===== config.mk =====
export PLATFORM = sky130hd
export DESIGN_NAME = cwd_watchdog
export DESIGN_NICKNAME = d
export VERILOG_FILES = /design/src/hdl/cwd_pkg.sv /design/src/hdl/cwd_step_timer.sv /design/src/hdl/cwd_watchdog.sv
export VERILOG_INCLUDE_DIRS = /design/src /design/src/hdl
export SDC_FILE = /design/constraint.sdc
export NUM_CORES = 1
export LEC_CHECK = 0
export ABC_AREA = 1
export ABC_CLOCK_PERIOD_IN_PS = 2980
export BUFFER_PORTS_ARGS = -buffer_cell sky130_fd_sc_hd__buf_2
export CAP_MARGIN = 10
export CELL_PAD_IN_SITES_DETAIL_PLACEMENT = 0
export CELL_PAD_IN_SITES_GLOBAL_PLACEMENT = 1
export CORE_MARGIN = 4
export CORE_UTILIZATION = 49
export DETAILED_ROUTE_END_ITERATION = 7
export HOLD_SLACK_MARGIN = 0.03
export PLACE_DENSITY_LB_ADDON = 0.1
export REMOVE_ABC_BUFFERS = 1
export SYNTH_ARGS = -nofsm -noshare
export SYNTH_HDL_FRONTEND = slang
export SYNTH_HIERARCHICAL = 1
export SYNTH_SLANG_ARGS = --single-unit

===== constraint.sdc =====
create_clock -name ref_clk -period 2.98 [get_ports ref_clk]
set_clock_uncertainty 0.05 [all_clocks]
set_input_delay 0.447 -clock ref_clk [delete_from_list [all_inputs] [get_ports ref_clk]]
set_output_delay 0.447 -clock ref_clk [all_outputs]
set_load 0.01 [all_outputs]

===== src/hdl/cwd_defs.svh =====
// Register offsets, field positions and timing constants of the watchdog block
`ifndef CWD_DEFS_SVH
`define CWD_DEFS_SVH
`define CWD_OFS_RESTART_FLAGS  8'h09
`define CWD_OFS_CONTROL        8'h0a
`define CWD_BIT_ENABLE         7
`define CWD_BIT_WD_FLAG        7
`define CWD_BIT_POR_FLAG       6
`define CWD_BIT_LB_FLAG        5
`define CWD_RESTART_PATTERN    4'ha
`define CWD_TIMEOUT_INVALID    5'h00
`define CWD_TIMEOUT_DISABLE    5'h1f
`define CWD_CONTROL_RESET      8'h00
`define CWD_CLK_HZ             50000000
`define CWD_STEP_MS            100
`define CWD_STEP_CYCLES        ((`CWD_CLK_HZ / 1000) * `CWD_STEP_MS)
`define CWD_PULSE_MS           100
`define CWD_PULSE_CYCLES       ((`CWD_CLK_HZ / 1000) * `CWD_PULSE_MS)
`endif


===== src/hdl/cwd_pkg.sv =====
// Types shared by the watchdog block
package cwd_pkg;
    typedef struct packed {
        logic       wr;
        logic       rd;
        logic [7:0] addr;
        logic [7:0] wdata;
    } cwd_req_t;
    typedef enum logic [2:0] {
        CWD_IDLE  = 3'b001,
        CWD_RUN   = 3'b010,
        CWD_PULSE = 3'b100
    } cwd_state_t;
endpackage


===== src/hdl/cwd_step_timer.sv =====
// Prescaler producing one pulse per timeout step
`timescale 1ns/100ps
module cwd_step_timer #(
    parameter int unsigned STEP_CYCLES = 5000000
) (
    input  wire logic ref_clk,
    input  wire logic arst_n,
    input  wire logic clear,
    output logic      step
);
    logic [31:0] cnt_reg;
    logic [31:0] cnt_next;
    logic        step_next;
    logic        step_reg;

    // Restart clears the prescaler so each step is a full period
    always_comb
    begin
        cnt_next  = cnt_reg + 32'h1;
        step_next = 1'b0;
        if (clear)
        begin
            cnt_next = 32'h0;
        end
        else if (cnt_reg == 32'(STEP_CYCLES - 1))
        begin
            cnt_next  = 32'h0;
            step_next = 1'b1;
        end
    end

    always_ff @(posedge ref_clk or negedge arst_n)
    begin
        if (!arst_n)
        begin
            cnt_reg  <= 32'h0;
            step_reg <= 1'b0;
        end
        else
        begin
            cnt_reg  <= cnt_next;
            step_reg <= step_next;
        end
    end

    assign step = step_reg;
endmodule // cwd_step_timer


===== src/hdl/cwd_watchdog.sv =====
// Watchdog timer with restart pattern and battery-backed reset-cause flags
`timescale 1ns/100ps
`include "cwd_defs.svh"

module cwd_watchdog
    import cwd_pkg::*;
#(
    parameter int unsigned STEP_CYCLES  = `CWD_STEP_CYCLES,
    parameter int unsigned PULSE_CYCLES = `CWD_PULSE_CYCLES
) (
    input  wire logic     ref_clk,
    input  wire logic     arst_n,
    input  wire logic     backup_arst_n,
    input  wire logic     supply_low,
    input  wire logic     backup_supply_low,
    input  wire cwd_req_t req,
    output logic [7:0]    rdata,
    output logic          rst_out_n,
    output logic          wd_expired
);
    logic [7:0]  ctrl_reg;
    logic [7:0]  ctrl_next;
    logic [4:0]  load_reg;
    logic [4:0]  load_next;
    logic [4:0]  steps_reg;
    logic [4:0]  steps_next;
    logic        wd_reset_flag_reg;
    logic        wd_reset_flag_next;
    logic        por_flag_reg;
    logic        por_flag_next;
    logic        low_backup_flag_reg;
    logic        low_backup_flag_next;
    logic        lb_armed_reg;
    logic        lb_armed_next;
    logic [31:0] pulse_reg;
    logic [31:0] pulse_next;
    cwd_state_t  state_reg;
    cwd_state_t  state_next;
    logic [7:0]  rdata_reg;
    logic [7:0]  rdata_next;
    logic        rst_n_reg;
    logic        rst_n_next;
    logic        exp_reg;
    logic        exp_next;
    logic        restart;
    logic        step_clear;
    logic        step;
    logic        expire;
    logic        wr_flags;
    logic        wd_enable_bit;
    logic [4:0]  wd_timeout_field;

    // Decode an address against a register offset
    function automatic logic hit(input logic [7:0] a, input logic [7:0] ofs);
        return a == ofs;
    endfunction

    // Map a timeout code to a number of 100 ms steps
    function automatic logic [4:0] steps_of(input logic [4:0] code);
        return (code == `CWD_TIMEOUT_INVALID) ? 5'h01 : code;
    endfunction

    assign wd_enable_bit    = ctrl_reg[`CWD_BIT_ENABLE];
    assign wd_timeout_field = ctrl_reg[4:0];
    assign wr_flags         = req.wr && hit(req.addr, `CWD_OFS_RESTART_FLAGS);
    assign restart          = wr_flags
                              && req.wdata[3:0] == `CWD_RESTART_PATTERN;

    // Prescaler starts afresh on a restart and on the reload after a reset pulse,
    // otherwise the first step of a new count could come early
    assign step_clear = restart || state_reg == CWD_IDLE;

    cwd_step_timer #(
        .STEP_CYCLES (STEP_CYCLES)
    ) u_step (
        .ref_clk (ref_clk),
        .arst_n  (arst_n),
        .clear   (step_clear),
        .step    (step)
    );

    // Expiry is reached on the last step of a running count
    assign expire = state_reg == CWD_RUN && step && steps_reg == 5'h01
                    && load_reg != `CWD_TIMEOUT_DISABLE;

    // Control register, timer and reset pulse on the main-supply reset
    always_comb
    begin
        ctrl_next  = ctrl_reg;
        load_next  = load_reg;
        steps_next = steps_reg;
        state_next = state_reg;
        pulse_next = pulse_reg;
        exp_next   = 1'b0;
        rdata_next = rdata_reg;
        if (req.wr && hit(req.addr, `CWD_OFS_CONTROL))
        begin
            ctrl_next = req.wdata & 8'h9f; // Unused bits read zero
        end
        if (req.rd)
        begin
            if (hit(req.addr, `CWD_OFS_CONTROL))
            begin
                rdata_next = ctrl_reg;
            end
            else if (hit(req.addr, `CWD_OFS_RESTART_FLAGS))
            begin
                // Restart nibble is write-only and reads zero
                rdata_next = {wd_reset_flag_reg, por_flag_reg, low_backup_flag_reg, 5'h00};
            end
            else
            begin
                rdata_next = 8'h00;
            end
        end
        unique case (state_reg)
            CWD_IDLE:
            begin
                state_next = CWD_RUN;
                load_next  = wd_timeout_field;
                steps_next = steps_of(wd_timeout_field);
            end
            CWD_RUN:
            begin
                if (restart)
                begin
                    load_next  = wd_timeout_field;
                    steps_next = steps_of(wd_timeout_field);
                end
                else if (expire)
                begin
                    exp_next   = 1'b1;
                    // Free-running when disabled: reload and carry on
                    steps_next = steps_of(load_reg);
                    if (wd_enable_bit)
                    begin
                        state_next = CWD_PULSE;
                        pulse_next = 32'h0;
                    end
                end
                else if (step && load_reg != `CWD_TIMEOUT_DISABLE)
                begin
                    steps_next = steps_reg - 5'h01; // Code 31 freezes the count
                end
            end
            CWD_PULSE:
            begin
                pulse_next = pulse_reg + 32'h1;
                if (pulse_reg == 32'(PULSE_CYCLES - 1))
                begin
                    state_next = CWD_IDLE;
                end
            end
        endcase
        rst_n_next = !(state_next == CWD_PULSE || supply_low);
    end

    always_ff @(posedge ref_clk or negedge arst_n)
    begin
        if (!arst_n)
        begin
            ctrl_reg  <= `CWD_CONTROL_RESET;
            load_reg  <= 5'h01;
            steps_reg <= 5'h01;
            state_reg <= CWD_IDLE;
            pulse_reg <= 32'h0;
            rdata_reg <= 8'h00;
            rst_n_reg <= 1'b0;
            exp_reg   <= 1'b0;
        end
        else
        begin
            ctrl_reg  <= ctrl_next;
            load_reg  <= load_next;
            steps_reg <= steps_next;
            state_reg <= state_next;
            pulse_reg <= pulse_next;
            rdata_reg <= rdata_next;
            rst_n_reg <= rst_n_next;
            exp_reg   <= exp_next;
        end
    end

    // Cause flags: hardware set wins over a host clear in the same cycle
    always_comb
    begin
        wd_reset_flag_next   = wd_reset_flag_reg;
        por_flag_next        = por_flag_reg;
        low_backup_flag_next = low_backup_flag_reg;
        lb_armed_next        = 1'b1;
        if (wr_flags)
        begin
            // Writing 1 leaves a flag alone, only 0 clears
            wd_reset_flag_next   = wd_reset_flag_reg & req.wdata[`CWD_BIT_WD_FLAG];
            por_flag_next        = por_flag_reg & req.wdata[`CWD_BIT_POR_FLAG];
            low_backup_flag_next = low_backup_flag_reg & req.wdata[`CWD_BIT_LB_FLAG];
        end
        // A restart in the expiry cycle wins, so no pulse and no flag follow
        if (expire && wd_enable_bit && !restart)
        begin
            wd_reset_flag_next = 1'b1;
        end
        if (supply_low)
        begin
            por_flag_next = 1'b1;
        end
        if (!lb_armed_reg && backup_supply_low)
        begin
            low_backup_flag_next = 1'b1; // Sampled once after backup power-up
        end
    end

    // Backup-domain reset only, so main supply loss keeps the flags
    always_ff @(posedge ref_clk or negedge backup_arst_n)
    begin
        if (!backup_arst_n)
        begin
            wd_reset_flag_reg   <= 1'b0;
            por_flag_reg        <= 1'b0;
            low_backup_flag_reg <= 1'b0;
            lb_armed_reg        <= 1'b0;
        end
        else
        begin
            wd_reset_flag_reg   <= wd_reset_flag_next;
            por_flag_reg        <= por_flag_next;
            low_backup_flag_reg <= low_backup_flag_next;
            lb_armed_reg        <= lb_armed_next;
        end
    end

    assign rdata      = rdata_reg;
    assign rst_out_n  = rst_n_reg;
    assign wd_expired = exp_reg;
endmodule // cwd_watchdog


Word level (Yosys, flattened, before mapping)
Cells that the tools add are included.
{"block": "op_classes", "reduce_logical": 25, "n_addsub": 3, "bitwise": 3, "eq_ne": 16, "n_mux": 32}
{"op": "$mux W32", "count": 5}
{"op": "$add A32 B1 Y32 const B", "count": 2}
{"op": "$eq A32 B23 Y1 const B", "count": 2}
{"op": "$pmux W32 S2", "count": 1}
{"op": "$mux W5", "count": 6}
{"op": "$pmux W5 S2", "count": 2}
{"op": "$eq A8 B4 Y1 const B", "count": 2}
{"op": "$mux W8", "count": 2}
{"op": "$mux W3", "count": 4}
{"op": "$mux W1", "count": 11}
{"op": "$logic_and A1 B1 Y1", "count": 10}
{"op": "$logic_not A5 Y1", "count": 2}
{"op": "$reduce_bool A2 Y1", "count": 5}
{"op": "$pmux W3 S3", "count": 1}
{"op": "$ne A2 B2 Y1 const B", "count": 4}
{"op": "$eq A3 B3 Y1 const B", "count": 2}
{"op": "$eq A5 B1 Y1 const B", "count": 1}
{"op": "$ne A5 B5 Y1 const B", "count": 1}
{"op": "$sub A5 B1 Y5 const B", "count": 1}
{"op": "$eq A4 B4 Y1 const B", "count": 1}
{"op": "$ne A4 B3 Y1 const B", "count": 1}
{"op": "$reduce_and A2 Y1", "count": 2}
{"op": "$reduce_and A4 Y1", "count": 1}
{"op": "$and A1 B1 Y1", "count": 3}
{"op": "other kinds (4)", "count": 7}
{"block": "totals", "word_cells": 93, "ff_bits": 98}

Depth between registers and ports, before layout
{"block": "logic_depth", "depth_word": 10, "mapped_depth": 11, "ltp_nobuf": 11}

Cells and area by module
The synthesis kept the hierarchy.
{"module": "cwd_watchdog", "cells_each": 564, "area_per_inst_um2": 4150.2, "n_inst": 1, "seq_area_each_um2": 1630.3}
{"module": "cwd_step_timer", "cells_each": 294, "area_per_inst_um2": 2013.2, "n_inst": 1, "seq_area_each_um2": 825.8}

Least setup slack after synthesis
Ideal clock, no wire load.
{"block": "synth_path", "kind": "reg-to-reg", "from": "register steps_reg[0]", "to": "register pulse_reg[25]", "path_buffers": 1, "arrival_time_ns": 1.437, "synth_period_minus_slack_ns": 1.604, "t_required_ns": 2.813, "slack_ns": 1.376, "path_stages_with_launch": 9, "path_cell_list": "dfstp_2 ha_1 nand2_2 nor2_4 nand3_2 nand3b_4 buf_6 nand3_2 nand2_1"}
{"block": "synth_between", "elab_chain_len": 5}
{"item": "from (decl)", "line_no": "cwd_watchdog.sv:25", "text": "logic [4:0] steps_reg;"}
{"item": "from (signal assigned)", "line_no": "cwd_watchdog.sv:175", "text": "steps_reg <= steps_next;"}
{"item": "$eq A5 B1 Y1", "line_no": "cwd_watchdog.sv:83", "text": "assign expire = state_reg == CWD_RUN && step && steps_reg == 5'h01"}
{"item": "$logic_and A1 B1 Y1", "line_no": "cwd_watchdog.sv:83"}
{"item": "$logic_and A1 B1 Y1 (no line)"}
{"item": "$ne A2 B2 Y1 (no line)"}
{"item": "$reduce_and A4 Y1 (no line)"}
{"item": "to (signal assigned)", "line_no": "cwd_watchdog.sv:177", "text": "pulse_reg <= pulse_next;"}
{"item": "to (decl)", "line_no": "cwd_watchdog.sv:35", "text": "logic [31:0] pulse_reg;"}
Every way passes these cells.
A chain may end at the register's enable or synchronous reset.

Worst setup path after layout
{"block": "layout_path", "from": "register steps_reg[0]", "to": "register pulse_reg[20]"}
The elaborated chain is that of the path after synthesis.

==> metrics.cfg <==
[outcome]
status=finished clean

[grt]
track_usage_pct=21.6
grt_max_degree=53
grt_pass1_vias=5212
antenna_found_initial=0
grt_pass1_wl_um=25200
gr-total-overflow=0

[setup_path]
worst_ep_arrival_time_ns=2.32
crit_fanout=33
cp_data_required_time_ns=3.18
crit_path_end_kind=flop
startpoint_type=flop
crit_type=reg -> reg

[clock_tree]
cts.sinks=98
h-tree-depth=3
clkLatencyLatePin_ns=0.36
clkSlewWorstSetupHoldPaths_ns=0.08
tritoncts=done
cts_root_buffer=clkbuf_16
clockBufferDepth=2
cts_made_buffers=9

[detailed_routing]
first_pass_iters=5
drtIter0Drc=411
wl_per_cell_um=13.8
postRouteAntennaNets=0
drc=0
vias_per_cell=5.13
wirelength_um=14600
vias=5454

[timing]
holdWs_ns=0.0398
rsz0062_at_grt=no
min_period_ns=2.12
max_freq_mhz=472
hold_violations=0
finalWorstSetupSlack_ns=0.860
setup_violations=0
relSlewSlack_pct=59.0
min_period_over_period_pct=71.1
worst_pin_slew_ns=0.615
fin_setup_tns_ns=0
maxSlewViolCount=0

[synth]
ys_seq_area_share_pct=39.8
synth_cell_type_count=37
synth_area_leaders=dfrtp_1, nand2_1, nor2_1
synthFlopType=dfrtp_1
synthArstFlopShare_pct=100
syn_area_mm2=0.00616
avgSynthCellArea_um2=7.18
yosysTopAreaCell=dfrtp_1
synth_top_area_share_pct=38.6
synth_edf_count=0
synth-seq-cells=98
yosysWarnings=6
syn_inst=858

[floorplanning]
core_area_mm2=0.0122
rows=40
dieArea_mm2=0.0144
die_h_um=120
die_x_um=120
start_util_pct=50.7
io_pins=33

[place]
hpwlAfterDp_um=10900
place_ws_ns=0.869
globalplace.congestion=0.940
dp_cells=1046
portBuffers=32

[hold_path]
min_path_type=in -> async

[power]
p_per_area_mw_per_mm2=403
ir_worst_vdd_uv=381
power.leakage_nw=3.79

[layout]
final_nets=917
seq_area_mm2=0.00246
fillCellCount=1179
num_antenna_cells=0
instances_no_fill=1063
multi_input_area_mm2=0.00327
syn_to_final_growth_pct=9.97
drive_gt1_share_pct=16.0

[flow_run]
maxCapViolCount=0

[logic make-up after synthesis]
group	after synthesis	synth area share, %
xor gates and xnor gates	18	2.56
buffers and inverters	103	7.04
and+or+nand+nor	595	46.1
adders and majority gates	4	0.812
other	1	0.0608
DFF	98	39.8
AOI/OAI and AO/OA	39	3.61
[area by class of cell]
type / instances / area share [%]
Tap cell: 168 / 3.10
Inverter: 87 / 4.82
Timing Repair Buffer: 37 / 3.36
Sequential cell: 98 / 36.2
Clock inverter: 7 / 0.868
Clock buffer: 9 / 3.32
Multi-Input combinational cell: 657 / 48.3
[cell usage in the layout (no fill, tap or decap), drive strengths merged]
master,netlist,routed
nand3,114,114
o21bai,2,2
nor3,21,21
a31oi,2,2
o31ai,4,4
buf,13,36
xnor2,4,4
nand2,293,293
or2,7,7
dfrtp,95,95
nor3b,1,1
a21o,4,4
xor2,14,14
and3,1,1
clkinv,0,2
clkinvlp,0,1
clkbuf,3,9
inv,87,91
nor2,147,147
nand3b,3,3
a21oi,9,9
o21ai,18,18
dlygate4sd3,0,1
dfstp,3,3
nand4,8,8
ha,4,4
conb,1,1
[worst paths after layout]
kind                                             to    startpoint  cells after the start  slack, ns
worst max-delay path                  pulse_reg[20]  steps_reg[0]                      7       0.86
worst min-delay path                  pulse_reg[27]        arst_n                      1       0.04
worst max register to register        pulse_reg[20]  steps_reg[0]                      7       0.86
worst min register to register  low_backup_flag_reg  lb_armed_reg                      1       0.42
max in group asynchronous              steps_reg[0]        arst_n                      2       2.11
min in group ref_clk                      rst_out_n    supply_low                      2       0.20
[power breakdown]
group | internal [mW] | total (mW) | leakage [nW] | switching [mW]
combinational | 0.0610 | 0.164 | 2.53 | 0.103
sequential | 1.37 | 1.41 | 1.12 | 0.0403
clock | 0.582 | 1.16 | 0.139 | 0.573
[worst max-delay path, stage by stage (launching register included)]
cell and delay [ns]:
dfstp_2 0.57, ha_1 0.17, nand2_2 0.07, nor2_4 0.17, nand3_2 0.12, nand3b_4 0.56
nand3_1 0.23, nand2_1 0.07
[layer usage]
| layer | GRT usage, % | share of wire [%] | vias to the layer above |
|---|---|---|---|
| met5 | 0 | 0 | - |
| met4 | 5.58 | 1.5 | 0 |
| met3 | 5.47 | 5.8 | 17 |
| met2 | 32.5 | 43 | 134 |
| li1 | - | - | 2767 |
| met1 | 31.1 | 49 | 2536 |
[synthesized netlist by cell type (2+ instances only)]
| cell | count |
|---|---|
| nand4_1 | 8 |
| nor3_1 | 19 |
| clkbuf_1 | 3 |
| inv_1 | 81 |
| nand3b_1 | 2 |
| nand3_4 | 2 |
| inv_2 | 6 |
| ha_1 | 4 |
| o21bai_1 | 2 |
| nor2_1 | 120 |
| xnor2_1 | 4 |
| a21o_1 | 4 |
| nor2_2 | 15 |
| a31oi_1 | 2 |
| buf_2 | 8 |
| o31ai_1 | 4 |
| o21ai_1 | 5 |
| dfrtp_1 | 95 |
| a21oi_1 | 9 |
| dfstp_2 | 3 |
| nand2_1 | 283 |
| xor2_1 | 14 |
| nand2_2 | 9 |
| buf_6 | 5 |
| nand3_2 | 34 |
| or2_2 | 6 |
| nor2_4 | 12 |
| nand3_1 | 78 |
| o21ai_0 | 13 |
[through the flow]
step / utilization, % / area [um^2] / power, mW
4_1_cts: 55.7 / 6780 / 2.77
3_3_place_gp: 53.3 / 6480 / 1.60
6_report: 55.7 / 6780 / 2.73
2_1_floorplan: - / 6060 / 1.53
5_1_grt: 55.7 / 6780 / 2.85
3_5_place_dp: 53.3 / 6480 / 1.61
[timing repair]
item                                   in CTS  in global routing
hold buffers                                1                  0
gates resized for setup                     0                  0
endpoints found under the hold margin       4                  0
buffers inserted                            0                  0
Note: power is estimated with default switching activity, not from simulation.
